--- config.mk ---
export PLATFORM = sky130hd
export DESIGN_NAME = lrp_policy
export DESIGN_NICKNAME = d
export VERILOG_FILES = /design/src/lrp_pkg.sv /design/src/lrp_level_decode.sv /design/src/lrp_policy.sv
export SDC_FILE = /design/constraint.sdc
export NUM_CORES = 1
export LEC_CHECK = 0
export ABC_AREA = 1
export BUFFER_PORTS_ARGS = -buffer_cell sky130_fd_sc_hd__buf_4
export CAP_MARGIN = 25
export CORE_ASPECT_RATIO = 1.2
export CORE_MARGIN = 2
export CORE_UTILIZATION = 25
export CTS_BUF_LIST = sky130_fd_sc_hd__clkbuf_8
export CTS_CLUSTER_SIZE = 16
export DETAILED_ROUTE_END_ITERATION = 16
export RECOVER_POWER = 25
export SLEW_MARGIN = 10
export SYNTH_ARGS = -nofsm -noshare
export SYNTH_HDL_FRONTEND = slang
export SYNTH_SLANG_ARGS = --single-unit
--- constraint.sdc ---
create_clock -name ref_clk -period 6.4 [get_ports ref_clk]
set_input_delay 1.28 -clock ref_clk [delete_from_list [all_inputs] [get_ports ref_clk]]
set_output_delay 1.28 -clock ref_clk [all_outputs]
set_load 0.005 [all_outputs]
--- src/lrp_pkg.sv ---
package lrp_pkg;
    // configuration flash word addresses, two variants
    localparam logic [31:0] ADDR_WORD_SMALL = 32'h0007e0b0;
    localparam logic [31:0] ADDR_COPY_SMALL = 32'h0007e0c0;
    localparam logic [31:0] ADDR_WORD_LARGE = 32'h000fe0b0;
    localparam logic [31:0] ADDR_COPY_LARGE = 32'h000fe0c0;

    // protection word encodings
    localparam logic [31:0] ENC_LEVEL_ZERO  = 32'hffffffff;
    localparam logic [31:0] ENC_LEVEL_ONE   = 32'heeba04c3;
    localparam logic [31:0] ENC_LEVEL_TWO   = 32'h49398d8b;
    localparam logic [31:0] ENC_LEVEL_THREE = 32'hb0abb703;

    // register offsets on the plain register port
    localparam logic [7:0] OFS_LEVEL_WORD  = 8'h00;
    localparam logic [7:0] OFS_STATUS      = 8'h04;
    localparam logic [7:0] OFS_LOADER_ARG  = 8'h08;
    localparam logic [7:0] OFS_LOADER_RES  = 8'h0c;
    localparam logic [31:0] RST_LEVEL_WORD = 32'hffffffff;

    // status field positions
    localparam int ST_LEVEL_LSB   = 0;
    localparam int ST_DBG_EN_BIT  = 3;
    localparam int ST_DBG_LCK_BIT = 4;
    localparam int ST_ISP_EN_BIT  = 5;
    localparam int ST_DONE_BIT    = 6;

    // loader argument fields
    localparam int ARG_TAG_LSB   = 24;
    localparam int ARG_MODE_LSB  = 20;
    localparam int ARG_IFACE_LSB = 16;
    localparam int ARG_IMG_LSB   = 0;
    localparam logic [7:0] ARG_TAG_VALUE = 8'heb;
    localparam logic [3:0] MODE_PASSIVE  = 4'h0;
    localparam logic [3:0] MODE_ISP      = 4'h1;
    localparam logic [3:0] IFACE_MAX     = 4'h5;

    // decoded protection levels, ordered by restriction
    typedef enum logic [2:0] {
        LVL_ZERO  = 3'b000,
        LVL_ONE   = 3'b001,
        LVL_TWO   = 3'b010,
        LVL_THREE = 3'b011,
        LVL_BAD   = 3'b100
    } lrp_level_type;

    // mailbox command codes, bit index into the allowed mask
    localparam int CMD_COUNT = 10;
    localparam logic [3:0] CMD_START_SESSION = 4'h0;
    localparam logic [3:0] CMD_EXIT_SESSION  = 4'h1;
    localparam logic [3:0] CMD_REPORT_LEVEL  = 4'h2;
    localparam logic [3:0] CMD_MASS_ERASE    = 4'h3;
    localparam logic [3:0] CMD_ENTER_PROG    = 4'h4;
    localparam logic [3:0] CMD_FAIL_ANALYSIS = 4'h5;
    localparam logic [3:0] CMD_START_DEBUG   = 4'h6;
    localparam logic [3:0] CMD_WRITE_WORD    = 4'h7;
    localparam logic [3:0] CMD_READ_WORD     = 4'h8;
    localparam logic [3:0] CMD_ERASE_SECTOR  = 4'h9;

    localparam logic [9:0] MASK_DEVELOP   = 10'h3ff;
    localparam logic [9:0] MASK_LEVEL_ONE = 10'h03f;
    localparam logic [9:0] MASK_LEVEL_TWO = 10'h02f;
    localparam logic [9:0] MASK_NONE      = 10'h000;

    // start-up sequence states
    typedef enum logic [2:0] {
        ST_IDLE     = 3'b000,
        ST_REQ_WORD = 3'b001,
        ST_WAIT_WORD= 3'b010,
        ST_REQ_COPY = 3'b011,
        ST_WAIT_COPY= 3'b100,
        ST_COMPARE  = 3'b101,
        ST_RUN      = 3'b110
    } lrp_state_type;
endpackage : lrp_pkg

--- src/lrp_level_decode.sv ---
`timescale 1ns/1ps
// pure decode of a protection word into level and gating
module lrp_level_decode (
    // protection word in
    input  wire logic [31:0]          word,
    // decoded outputs
    output lrp_pkg::lrp_level_type    level,
    output logic                      dbg_enable,
    output logic                      dbg_locked,
    output logic                      isp_enable,
    output logic [9:0]                cmd_mask
);
    // rank the encodings; anything unknown behaves as the strictest level
    assign level = (word == lrp_pkg::ENC_LEVEL_ZERO)  ? lrp_pkg::LVL_ZERO  :
                   (word == lrp_pkg::ENC_LEVEL_ONE)   ? lrp_pkg::LVL_ONE   :
                   (word == lrp_pkg::ENC_LEVEL_TWO)   ? lrp_pkg::LVL_TWO   :
                   (word == lrp_pkg::ENC_LEVEL_THREE) ? lrp_pkg::LVL_THREE : lrp_pkg::LVL_BAD;

    // debug only open at level zero; level one stays unlocked
    assign dbg_enable = (level == lrp_pkg::LVL_ZERO);
    assign dbg_locked = (level != lrp_pkg::LVL_ZERO) && (level != lrp_pkg::LVL_ONE);
    // programming mode refused at level three and for unknown words
    assign isp_enable = (level != lrp_pkg::LVL_THREE) && (level != lrp_pkg::LVL_BAD);

    // mailbox command set per level
    assign cmd_mask = (level == lrp_pkg::LVL_ZERO) ? lrp_pkg::MASK_DEVELOP   :
                      (level == lrp_pkg::LVL_ONE)  ? lrp_pkg::MASK_LEVEL_ONE :
                      (level == lrp_pkg::LVL_TWO)  ? lrp_pkg::MASK_LEVEL_TWO : lrp_pkg::MASK_NONE;
endmodule : lrp_level_decode

--- src/lrp_policy.sv ---
`timescale 1ns/1ps
// Functional notes
// - read protection word and copy at start-up; mismatch forces chip reset
// - on match load word into the software readable and writable register
// - small part fetches 0x0007_e0b0/c0, large part 0x000f_e0b0/c0
// - all-ones erased word means level zero, no protection
// - 0xeeba_04c3 is level one: debug off, unlocked, limited mailbox
// - 0x4939_8d8b is level two: debug off and locked, limited mailbox
// - 0xb0ab_b703 is level three: debug off, locked, no mailbox
// - any other word acts like level three, programming mode disabled
// - development state accepts every mailbox command
// - level one accepts session, report, erase, programming, analysis commands
// - level two accepts session, report, erase, analysis; erase includes sector zero
// - level three or bricked locks part, mailbox fully unavailable
// - level chooses boot flow, debug enable and lock, mailbox set
// - after loader hand-off level is checked again for programming commands
// - argument bits 23:20 pick passive or programming boot mode
// - life-cycle state may only advance, never relax
module lrp_policy #(
    parameter bit LARGE_VARIANT = 1'b0
) (
    // clock and reset
    input  wire logic        ref_clk,
    input  wire logic        rst,
    // configuration flash read port
    output logic             flash_rd,
    output logic [31:0]      flash_addr,
    input  wire logic        flash_valid,
    input  wire logic [31:0] flash_data,
    // register port
    input  wire logic [7:0]  reg_addr,
    input  wire logic [31:0] reg_wdata,
    input  wire logic        reg_wr,
    input  wire logic        reg_rd,
    output logic [31:0]      reg_rdata,
    // chip reset request
    output logic             chip_reset,
    // policy outputs
    output logic             dbg_enable,
    output logic             dbg_locked,
    output logic             isp_enable,
    output logic             boot_ready,
    output logic [1:0]       level_out,
    // debug mailbox
    input  wire logic        mbx_valid,
    input  wire logic [3:0]  mbx_cmd,
    output logic             mbx_accept,
    output logic             mbx_reject,
    // loader entry result
    output logic             loader_go,
    output logic             loader_isp,
    output logic [3:0]       loader_iface
);
    lrp_pkg::lrp_state_type state_reg, state_next;
    logic [31:0] word_reg, word_next;
    logic [31:0] copy_reg, copy_next;
    logic [31:0] level_word_reg, level_word_next;
    logic [2:0]  level_cap_reg, level_cap_next;
    logic [9:0]  mask_reg, mask_next;
    logic        dbg_en_reg, dbg_lck_reg, isp_en_reg;
    logic        done_reg;
    logic        chip_reset_reg;
    logic [31:0] rdata_reg, rdata_next;
    logic [31:0] arg_reg;
    logic        arg_ok_reg, arg_isp_reg;
    logic [3:0]  arg_iface_reg;
    logic        accept_reg, reject_reg;

    lrp_pkg::lrp_level_type dec_level;
    logic        dec_dbg_en, dec_dbg_lck, dec_isp_en;
    logic [9:0]  dec_mask_boot;
    lrp_pkg::lrp_level_type wr_level;
    logic        wr_dbg_en, wr_dbg_lck, wr_isp_en;
    logic [9:0]  wr_mask;

    // rank of a decoded level: higher is more restrictive
    function automatic logic [2:0] rank_of(input lrp_pkg::lrp_level_type lv);
        rank_of = (lv == lrp_pkg::LVL_BAD) ? 3'h3 : 3'(lv);
    endfunction : rank_of

    // decode of the start-up word, later of each accepted rewrite
    lrp_level_decode u_dec_boot (
        .word       (word_reg),
        .level      (dec_level),
        .dbg_enable (dec_dbg_en),
        .dbg_locked (dec_dbg_lck),
        .isp_enable (dec_isp_en),
        .cmd_mask   ()
    );

    // decode of a value software is writing, used only for the advance check
    lrp_level_decode u_dec_write (
        .word       (reg_wdata),
        .level      (wr_level),
        .dbg_enable (wr_dbg_en),
        .dbg_locked (wr_dbg_lck),
        .isp_enable (wr_isp_en),
        .cmd_mask   (wr_mask)
    );

    wire [31:0] addr_word = LARGE_VARIANT ? lrp_pkg::ADDR_WORD_LARGE : lrp_pkg::ADDR_WORD_SMALL;
    wire [31:0] addr_copy = LARGE_VARIANT ? lrp_pkg::ADDR_COPY_LARGE : lrp_pkg::ADDR_COPY_SMALL;
    wire        words_match = (word_reg == copy_reg);

    // register decode
    wire sel_word = (reg_addr == lrp_pkg::OFS_LEVEL_WORD);
    wire sel_stat = (reg_addr == lrp_pkg::OFS_STATUS);
    wire sel_arg  = (reg_addr == lrp_pkg::OFS_LOADER_ARG);
    wire sel_res  = (reg_addr == lrp_pkg::OFS_LOADER_RES);
    // a write may only keep or raise the restriction rank
    // compared with the stored word, not the boot level, so a raise cannot be undone later
    wire wr_advances = rank_of(wr_level) >= rank_of(dec_level);
    wire wr_word_ok  = reg_wr && sel_word && done_reg && wr_advances;

    // loader argument field extraction
    wire [7:0] arg_tag   = reg_wdata[lrp_pkg::ARG_TAG_LSB +: 8];
    wire [3:0] arg_mode  = reg_wdata[lrp_pkg::ARG_MODE_LSB +: 4];
    wire [3:0] arg_iface = reg_wdata[lrp_pkg::ARG_IFACE_LSB +: 4];
    wire [3:0] arg_img   = reg_wdata[lrp_pkg::ARG_IMG_LSB +: 4];
    wire tag_ok   = (arg_tag == lrp_pkg::ARG_TAG_VALUE);
    wire mode_ok  = (arg_mode == lrp_pkg::MODE_PASSIVE) || (arg_mode == lrp_pkg::MODE_ISP);
    wire iface_ok = (arg_iface <= lrp_pkg::IFACE_MAX);
    wire arg_good = tag_ok && mode_ok && iface_ok && (arg_img == 4'h0);
    // programming entry only if the captured level still permits it
    wire arg_isp  = (arg_mode == lrp_pkg::MODE_ISP) && isp_en_reg;

    // start-up sequence
    always_comb begin
        state_next      = state_reg;
        word_next       = word_reg;
        copy_next       = copy_reg;
        level_word_next = level_word_reg;
        level_cap_next  = level_cap_reg;
        mask_next       = mask_reg;
        case (state_reg)
            lrp_pkg::ST_IDLE: begin
                state_next = lrp_pkg::ST_REQ_WORD;
            end
            lrp_pkg::ST_REQ_WORD: begin
                state_next = lrp_pkg::ST_WAIT_WORD;
            end
            lrp_pkg::ST_WAIT_WORD: begin
                if (flash_valid) begin
                    word_next  = flash_data;
                    state_next = lrp_pkg::ST_REQ_COPY;
                end
            end
            lrp_pkg::ST_REQ_COPY: begin
                state_next = lrp_pkg::ST_WAIT_COPY;
            end
            lrp_pkg::ST_WAIT_COPY: begin
                if (flash_valid) begin
                    copy_next  = flash_data;
                    state_next = lrp_pkg::ST_COMPARE;
                end
            end
            lrp_pkg::ST_COMPARE: begin
                if (words_match) begin
                    level_word_next = word_reg;
                    level_cap_next  = 3'(dec_level);
                    // fix mailbox set from the level
                    mask_next       = dec_mask_boot;
                    state_next      = lrp_pkg::ST_RUN;
                end
            end
            lrp_pkg::ST_RUN: begin
                // software may only keep or tighten the stored word
                if (wr_word_ok) begin
                    level_word_next = reg_wdata;
                    word_next       = reg_wdata; // keeps the rank check on the stored word
                end
            end
            default: begin
                state_next = lrp_pkg::ST_IDLE;
            end
        endcase
    end

    // boot mask recomputed from the boot decode
    // full set in development
    assign dec_mask_boot = (dec_level == lrp_pkg::LVL_ZERO) ? lrp_pkg::MASK_DEVELOP   :
                           (dec_level == lrp_pkg::LVL_ONE)  ? lrp_pkg::MASK_LEVEL_ONE :
                           (dec_level == lrp_pkg::LVL_TWO)  ? lrp_pkg::MASK_LEVEL_TWO : lrp_pkg::MASK_NONE;

    // read mux, one cycle latency; unmapped reads give zero
    wire [31:0] status_word = {25'h0, done_reg, isp_en_reg, dbg_lck_reg, dbg_en_reg, level_cap_reg};
    wire [31:0] result_word = {26'h0, arg_iface_reg, arg_isp_reg, arg_ok_reg};
    assign rdata_next = !reg_rd  ? 32'h0 :
                        sel_word ? level_word_reg :
                        sel_stat ? status_word :
                        sel_arg  ? arg_reg :
                        sel_res  ? result_word : 32'h0;

    // mailbox gating by the captured command set
    wire mbx_allowed = done_reg && (mbx_cmd < 4'd10) && mask_reg[mbx_cmd];

    // sequence and captured state
    always_ff @(posedge ref_clk or posedge rst) begin
        if (rst) begin
            state_reg      <= lrp_pkg::ST_IDLE;
            word_reg       <= 32'h0;
            copy_reg       <= 32'h0;
            level_word_reg <= lrp_pkg::RST_LEVEL_WORD;
            level_cap_reg  <= 3'h3;
            mask_reg       <= lrp_pkg::MASK_NONE;
        end else begin
            state_reg      <= state_next;
            word_reg       <= word_next;
            copy_reg       <= copy_next;
            level_word_reg <= level_word_next;
            level_cap_reg  <= level_cap_next;
            mask_reg       <= mask_next;
        end
    end

    // gating flags held until reset; strict until the compare passes
    always_ff @(posedge ref_clk or posedge rst) begin
        if (rst) begin
            dbg_en_reg  <= 1'b0;
            dbg_lck_reg <= 1'b1;
            isp_en_reg  <= 1'b0;
            done_reg    <= 1'b0;
        end else if (state_reg == lrp_pkg::ST_COMPARE && words_match) begin
            dbg_en_reg  <= dec_dbg_en;
            dbg_lck_reg <= dec_dbg_lck;
            isp_en_reg  <= dec_isp_en;
            done_reg    <= 1'b1;
        end
    end

    // mismatch requests chip reset; held until reset arrives
    always_ff @(posedge ref_clk or posedge rst) begin
        if (rst) begin
            chip_reset_reg <= 1'b0;
        end else if (state_reg == lrp_pkg::ST_COMPARE && !words_match) begin
            chip_reset_reg <= 1'b1;
        end
    end

    // register read data and loader argument
    always_ff @(posedge ref_clk or posedge rst) begin
        if (rst) begin
            rdata_reg     <= 32'h0;
            arg_reg       <= 32'h0;
            arg_ok_reg    <= 1'b0;
            arg_isp_reg   <= 1'b0;
            arg_iface_reg <= 4'h0;
        end else begin
            rdata_reg <= rdata_next;
            if (reg_wr && sel_arg) begin
                arg_reg       <= reg_wdata;
                arg_ok_reg    <= arg_good;
                arg_isp_reg   <= arg_good && arg_isp;
                arg_iface_reg <= arg_good ? arg_iface : 4'h0;
            end
        end
    end

    // mailbox answer one cycle after the command
    always_ff @(posedge ref_clk or posedge rst) begin
        if (rst) begin
            accept_reg <= 1'b0;
            reject_reg <= 1'b0;
        end else begin
            accept_reg <= mbx_valid && mbx_allowed;
            reject_reg <= mbx_valid && !mbx_allowed;
        end
    end

    // flash fetch strobe, one cycle per word
    assign flash_rd     = (state_reg == lrp_pkg::ST_REQ_WORD) || (state_reg == lrp_pkg::ST_REQ_COPY);
    assign flash_addr   = (state_reg == lrp_pkg::ST_REQ_COPY) ? addr_copy : addr_word;
    assign reg_rdata    = rdata_reg;
    assign chip_reset   = chip_reset_reg;
    assign dbg_enable   = dbg_en_reg;
    assign dbg_locked   = dbg_lck_reg;
    assign isp_enable   = isp_en_reg;
    assign boot_ready   = done_reg;
    assign level_out    = level_cap_reg[1:0] | {2{level_cap_reg[2]}};
    assign mbx_accept   = accept_reg;
    assign mbx_reject   = reject_reg;
    // loader entry flag mirrors the result register bit and holds until the next argument write
    assign loader_go    = arg_ok_reg;
    assign loader_isp   = arg_isp_reg;
    assign loader_iface = arg_iface_reg;
endmodule : lrp_policy

==> out/results.tsv, run 1 <==
metric	value	unit
first_iter_violations	580	
synth_xor_area_share	2.10	%
grt_pass1_vias	8677	
worstPathCellList	buf_4 > nor2_1 > nand3_1 > nor4_1 > nand2_1 > nand2_1 > inv_1 > ha_1 > nand2_1 > o211ai_1 > nand4_2 > a21boi_4 > nand2_2 > nand2_1 > nand2_1	
pwr-share-comb	36.4	%
grt_antenna_before_repair	0	
whs	465	ps
synth_cell_types	34	
gp_congestion	0.934	
power.leakage	0.00554	uW
clock_path_buffers	2	
peakVddDrop	116	uV
area_delta_synth_final	17.4	%
dieArea	0.0400	sq mm
vias	8795	
cp_common_cell	nand2_1	
status	finished, violations left	
cap_violations	2	
dp_hpwl	25800	microns
wirelength	33100	microns
cts_made_buffers	17	
timing.critical_path.buf_inv	2	
ys_ff_latch	181	
slowest_delay	770	ps
drtPass1Iterations	6	
synth_edf_count	0	
crit_slowest_cell	a21boi_4	
finalNonFillerCells	1877	
synth_fa_ha_area_share	0.391	%
die_y	219	microns
path_delay_family	simple AND/OR/NAND/NOR gates	
end_kind	register	
powerDensity	368	mW/mm^2
io_buffers	132	
swShare	42.3	%
yosysSeqAreaShare	47.7	%
min_path_cells	2	
criticalPathCategory	input port to register	
hp-class	register to register	
yosys.area_share.simple	27.9	%
reg2reg_from	word_reg[5]	
postRouteAntennaNets	0	
timing.setup.tns	0	ps
slew_headroom	-105	%
die_w	183	microns
fill_cells	4164	
r2r_end	level_word_reg[22]	
report.final.slew_viol_count	136	
hold_start	level_word_reg[3]	
muxShareOfSynthArea	0	%
cts.repair.resized	0	
p_total	4150	uW
r2r_slack	2340	ps
fin_crit	4230	ps
finalSetupViolations	0	
synthArstFlopShare	100	%
rsz0062_at_grt	false	
initial_utilization	25.3	%
rows	78	
synth_ff_type	dfrtp_1	
netlist_area	0.00959	sq mm
clkLatencyLatePin	500	ps
required	6830	ps
cts_hold_buf	0	
cts_tree	built	
worstPathMaxFanout	33	
final_nets	1468	
violations	max-capacitance violations, max-slew violations	
p_clk_share	19.4	%
p_sw	1750	uW
overflow	0	
synth-compound-area-share	11.3	%
fin_skew	15.7	ps
hold_violations	0	
p_int	2390	uW
syn_inst	1275	
synth_top_family_by_area	simple AND/OR/NAND/NOR gates	
syn_area_per_cell	7.52	sq um
drc	0	
cts.sinks	181	
grt_usage	16.7	%
final_util	29.7	%
cts-htree-levels	4	
grt_pass1_wl	50600	microns
hold_end	level_word_reg[3]	
cts-root-buf	clkbuf_8	
worst_pin_slew	3060	ps
drive_gt1_share	15.5	%
clkTransAtPathRegs	90	ps
ios	162	
via_per_inst	4.69	
clock.fmax	236	MHz
min_period_over_period	66.1	%
dp_cells	1844	
arrival	4660	ps
pwr-share-seq	44.2	%
cts_setup_buffers	0	
core_area	0.0379	sq mm
cp-startpoint	reg_wdata[22]	
critical_path.startpoint_type	input port	
grt_max_degree	71	
wl_per_cell	17.7	microns
ys_warn_count	0	
rr_worst_depth	15	
[cell usage after synthesis (3+ instances only)]
cell,count,area (sq um)
or2_2,3,18.8
dfstp_2,35,920
nand2_2,3,18.8
ha_1,3,37.5
nand4_1,30,188
nand3_1,67,335
buf_4,34,255
inv_1,139,522
buf_6,3,33.8
o21ai_0,134,671
nor3_1,23,115
a21oi_1,67,335
dfrtp_1,146,3650
buf_2,22,110
nand3b_1,5,37.5
clkbuf_1,19,71.3
nand2_1,398,1490
nor2_1,90,338
o211ai_1,3,22.5
xnor2_1,23,201
nor4_1,9,56.3
[metrics by stage]
stage          setup WS, ps  cell area (sq um)
3_3_place_gp           1910              10900
3_5_place_dp           1750              10900
5_1_grt                1920              11300
2_1_floorplan           263               9700
6_report               2170              11300
4_1_cts                2290              11300
[layout make-up]
type                    count  area, sq um  share of cell area (%)
clock inverters            13          133                    1.18
flip-flops and latches    181         4570                    40.6
well taps                 480          601                    5.34
multi-input cells         902         4120                    36.6
inverters                 142          534                    4.75
clock buffers              19          262                    2.32
repair buffers            139         1030                    9.17
diodes                      1         2.50                  0.0222
[logic make-up after synthesis]
| kind of cell | count (synthesis) |
|---|---|
| flip-flops | 181 |
| XOR/XNOR | 23 |
| buffers and inverters | 221 |
| adder cells (fa/ha/maj) | 3 |
| AO/OA/AOI/OAI | 210 |
| other | 2 |
| AND/OR/NAND/NOR | 635 |
[worst max-delay path by stage]
stage                              end  depth (start not counted)
finish              level_word_reg[22]                         15
global route        level_word_reg[22]                         15
CTS                 level_word_reg[16]                         15
detailed placement  level_word_reg[16]                         15
global placement    level_word_reg[22]                         14
floorplan                   arg_reg[0]                          1
[layout by cell type, fill, tap and decap left out, drive strengths merged, types with 3 or more instances in the layout]
cell	instances
dfrtp	146
clkinvlp	5
o211ai	3
ha	3
clkinv	6
xnor2	23
clkbuf	23
a21oi	67
nor2	95
dfstp	35
buf	135
nand3b	5
or2	3
o21ai	134
nand3	68
nor4	9
conb	31
nand2	401
inv	142
nor3	23
nand4	31
[layer usage]
metal | up-vias | part of all wire, % | global-route usage, %
met1 | 4256 | 44 | 21.4
met4 | 0 | 4.4 | 8.67
li1 | 4223 | - | -
met5 | - | 0 | 0
met3 | 65 | 3.5 | 2.12
met2 | 251 | 48 | 27.7
[worst reg2reg max path, cell delays in order, from the launching register on]
cell	delay (ps)
dfrtp_1	430
nor2_1	520
inv_1	140
nor2_1	120
nand2_1	70
nor3_1	200
nand2_1	80
nand2_1	170
ha_1	190
nand2_1	50
o211ai_1	200
nand4_2	160
a21boi_4	770
nand2_2	600
nand2_1	230
nand2_1	70
[power by group through the flow]
stage               logic (uW)  registers (uW)  clock network (uW)
floorplan                 1160            1730                   0
global placement          1490            1840                   0
detailed placement        1510            1850                   0
CTS                       1510            1830                 827
global route              1720            1880                 863
finish                    1510            1830                 805
Note: power is estimated with default switching activity, not from simulation.
==> inputs of run 2 (changes only) <==
ABC_AREA = 0   (was 1)
clock period = 3.97 ns   (was 6.4 ns; I/O delays follow)
==> run 2 against run 1 <==
The run still ends with max-capacitance violations, max-slew violations left. Total power increased by 40%. Register-to-register slack got worse by 2000 ps. Largest cell class unchanged. Die area decreased by 8.1%.
==> out/results.tsv, run 2 <==
metric	value	unit
critical_path.startpoint_type	register	
min_path_cells	1	
wirelength	27200	microns
initial_utilization	25.3	%
rr_worst_depth	12	
status	finished, violations left	
worstPathMaxFanout	25	
ios	162	
yosysTopAreaCell	dfrtp_1	
final_area	0.0107	sq mm
wl_per_cell	19.2	microns
rsz0062_at_grt	false	
fin_crit	3640	ps
final_util	30.7	%
clkLatencyLatePin	490	ps
p_clk_share	23.2	%
worst_pin_slew	2120	ps
synth_edf_count	0	
end_kind	register	
clock.fmax	275	MHz
grt_max_degree	92	
core_area	0.0348	sq mm
synthArstFlopShare	100	%
powerDensity	543	mW/mm^2
slew_headroom	-41.1	%
timing.setup.tns	0	ps
p_total	5800	uW
yosys.area.top_type_share	41.5	%
ys_warn_count	0	
cts_hold_buf	0	
clkTransAtPathRegs	100	ps
synth_cell_types	51	
postRouteAntennaNets	0	
cts_made_buffers	17	
finalSetupViolations	0	
grt_antenna_before_repair	0	
via_per_inst	4.56	
antenna_cells	0	
peakVddDrop	222	uV
overflow	0	
hold_start	chip_reset	
drive_gt1_share	35.9	%
fin_skew	13.0	ps
hold_violations	0	
fill_cells	3621	
r2r_slack	330	ps
layout_commonest_cell	buf_4	
min_period_over_period	91.6	%
gp_congestion	0.916	
first_iter_violations	486	
ys_top_cells_by_count	dfrtp_1, nand2_1, mux2_2	
cts_tree	built	
grt_pass1_wl	41300	microns
whs	489	ps
r2r_end	level_word_reg[23]	
hp-class	register to register	
cap_violations	2	
clock_path_buffers	2	
pwr-share-comb	31.7	%
final_cell_mix	buf_4, dfrtp_1, nand2_1	
cts-root-buf	clkbuf_8	
dieArea	0.0367	sq mm
cts_setup_buffers	0	
netlist_area	0.00879	sq mm
yosys.cell_count.top_type	dfrtp_1	
violations	max-capacitance violations, max-slew violations	
reg2reg_from	word_reg[21]	
p_sw	2180	uW
swShare	37.5	%
power.leakage	0.00467	uW
grt_usage	15.1	%
drc	0	
synth_area_leaders	dfrtp_1, mux2_2, dfstp_2	
final_nets	1023	
syn_area_per_cell	11.0	sq um
required	4380	ps
cts-htree-levels	4	
vias	6449	
cts.sinks	181	
dp_hpwl	20800	microns
hold_end	chip_reset	
postPlaceCellArea	0.0103	sq mm
synth_ff_type	dfrtp_1	
syn_inst	803	
p_int	3620	uW
grt_pass1_vias	6517	
drtPass1Iterations	5	
pwr-share-seq	45.0	%
ys_ff_latch	181	
criticalPathCategory	register to register	
die_w	175	microns
arrival	4050	ps
area_delta_synth_final	21.4	%
cts.repair.resized	0	
report.final.slew_viol_count	134	
yosysSeqAreaShare	52.0	%
rows	75	
die_y	209	microns
io_buffers	132	
-- run 2: logic make-up after synthesis --
kind of cell	Yosys count	synth area share, %
AND/OR/NAND/NOR	317	17.9
flip-flops	181	52.0
multiplexers	107	14.4
AO/OA/AOI/OAI	85	6.97
buffers and inverters	76	4.95
XOR/XNOR	32	3.19
adder cells (fa/ha/maj)	3	0.427
other	2	0.0854
-- run 2: how the worst max path moves through the flow --
stage                  from            endpoint  slack [ps]  cells after the start
4_1_cts        word_reg[21]  level_word_reg[23]         350                     12
2_1_floorplan  word_reg[14]  level_word_reg[23]         760                     11
5_1_grt                 rst         word_reg[2]         130                      3
3_3_place_gp   word_reg[21]  level_word_reg[23]         410                     12
6_report       word_reg[21]  level_word_reg[23]         330                     12
3_5_place_dp   word_reg[21]  level_word_reg[23]         400                     12
-- run 2: through the flow --
stage	setup WS, ps	cells
global placement	409	1381
CTS	347	1413
floorplan	756	832
global route	133	1413
finish	332	1413
detailed placement	399	1381
-- run 2: per-layer routing --
metal | GRT usage [%] | wire, microns | vias to the layer above
li1 | - | - | 3000
met3 | 3.48 | 1440 | 41
met5 | 0 | 0 | -
met4 | 6.84 | 996 | 0
met2 | 24.9 | 13300 | 221
met1 | 18.6 | 11400 | 3187
-- run 2: final cells by class --
cell class,instances,area (sq um),area share (%)
Clock inverter,15,181,1.70
Inverter,7,27.5,0.258
Multi-Input combinational cell,575,3910,36.6
Sequential cell,181,4570,42.9
Clock buffer,17,234,2.19
Tap cell,462,578,5.42
Timing Repair Buffer,156,1170,11.0
-- run 2: critical path, stage by stage (launching register included) --
cell      delay (ps)
dfrtp_1          410
nand2_1          100
or3_1            350
or4_1            540
or2_2            330
o21a_1           120
ha_1             280
nand2b_1         140
a21o_1           170
a21oi_1          390
o21ai_4          110
buf_4            270
mux2_1           340
-- run 2: power by group through the flow --
stage          logic (uW)  registers, uW  clock network (uW)
2_1_floorplan        1180           2540                   0
3_3_place_gp         1830           2620                   0
3_5_place_dp         1850           2640                   0
4_1_cts              1850           2610                1390
5_1_grt              2030           2660                1470
6_report             1840           2610                1350
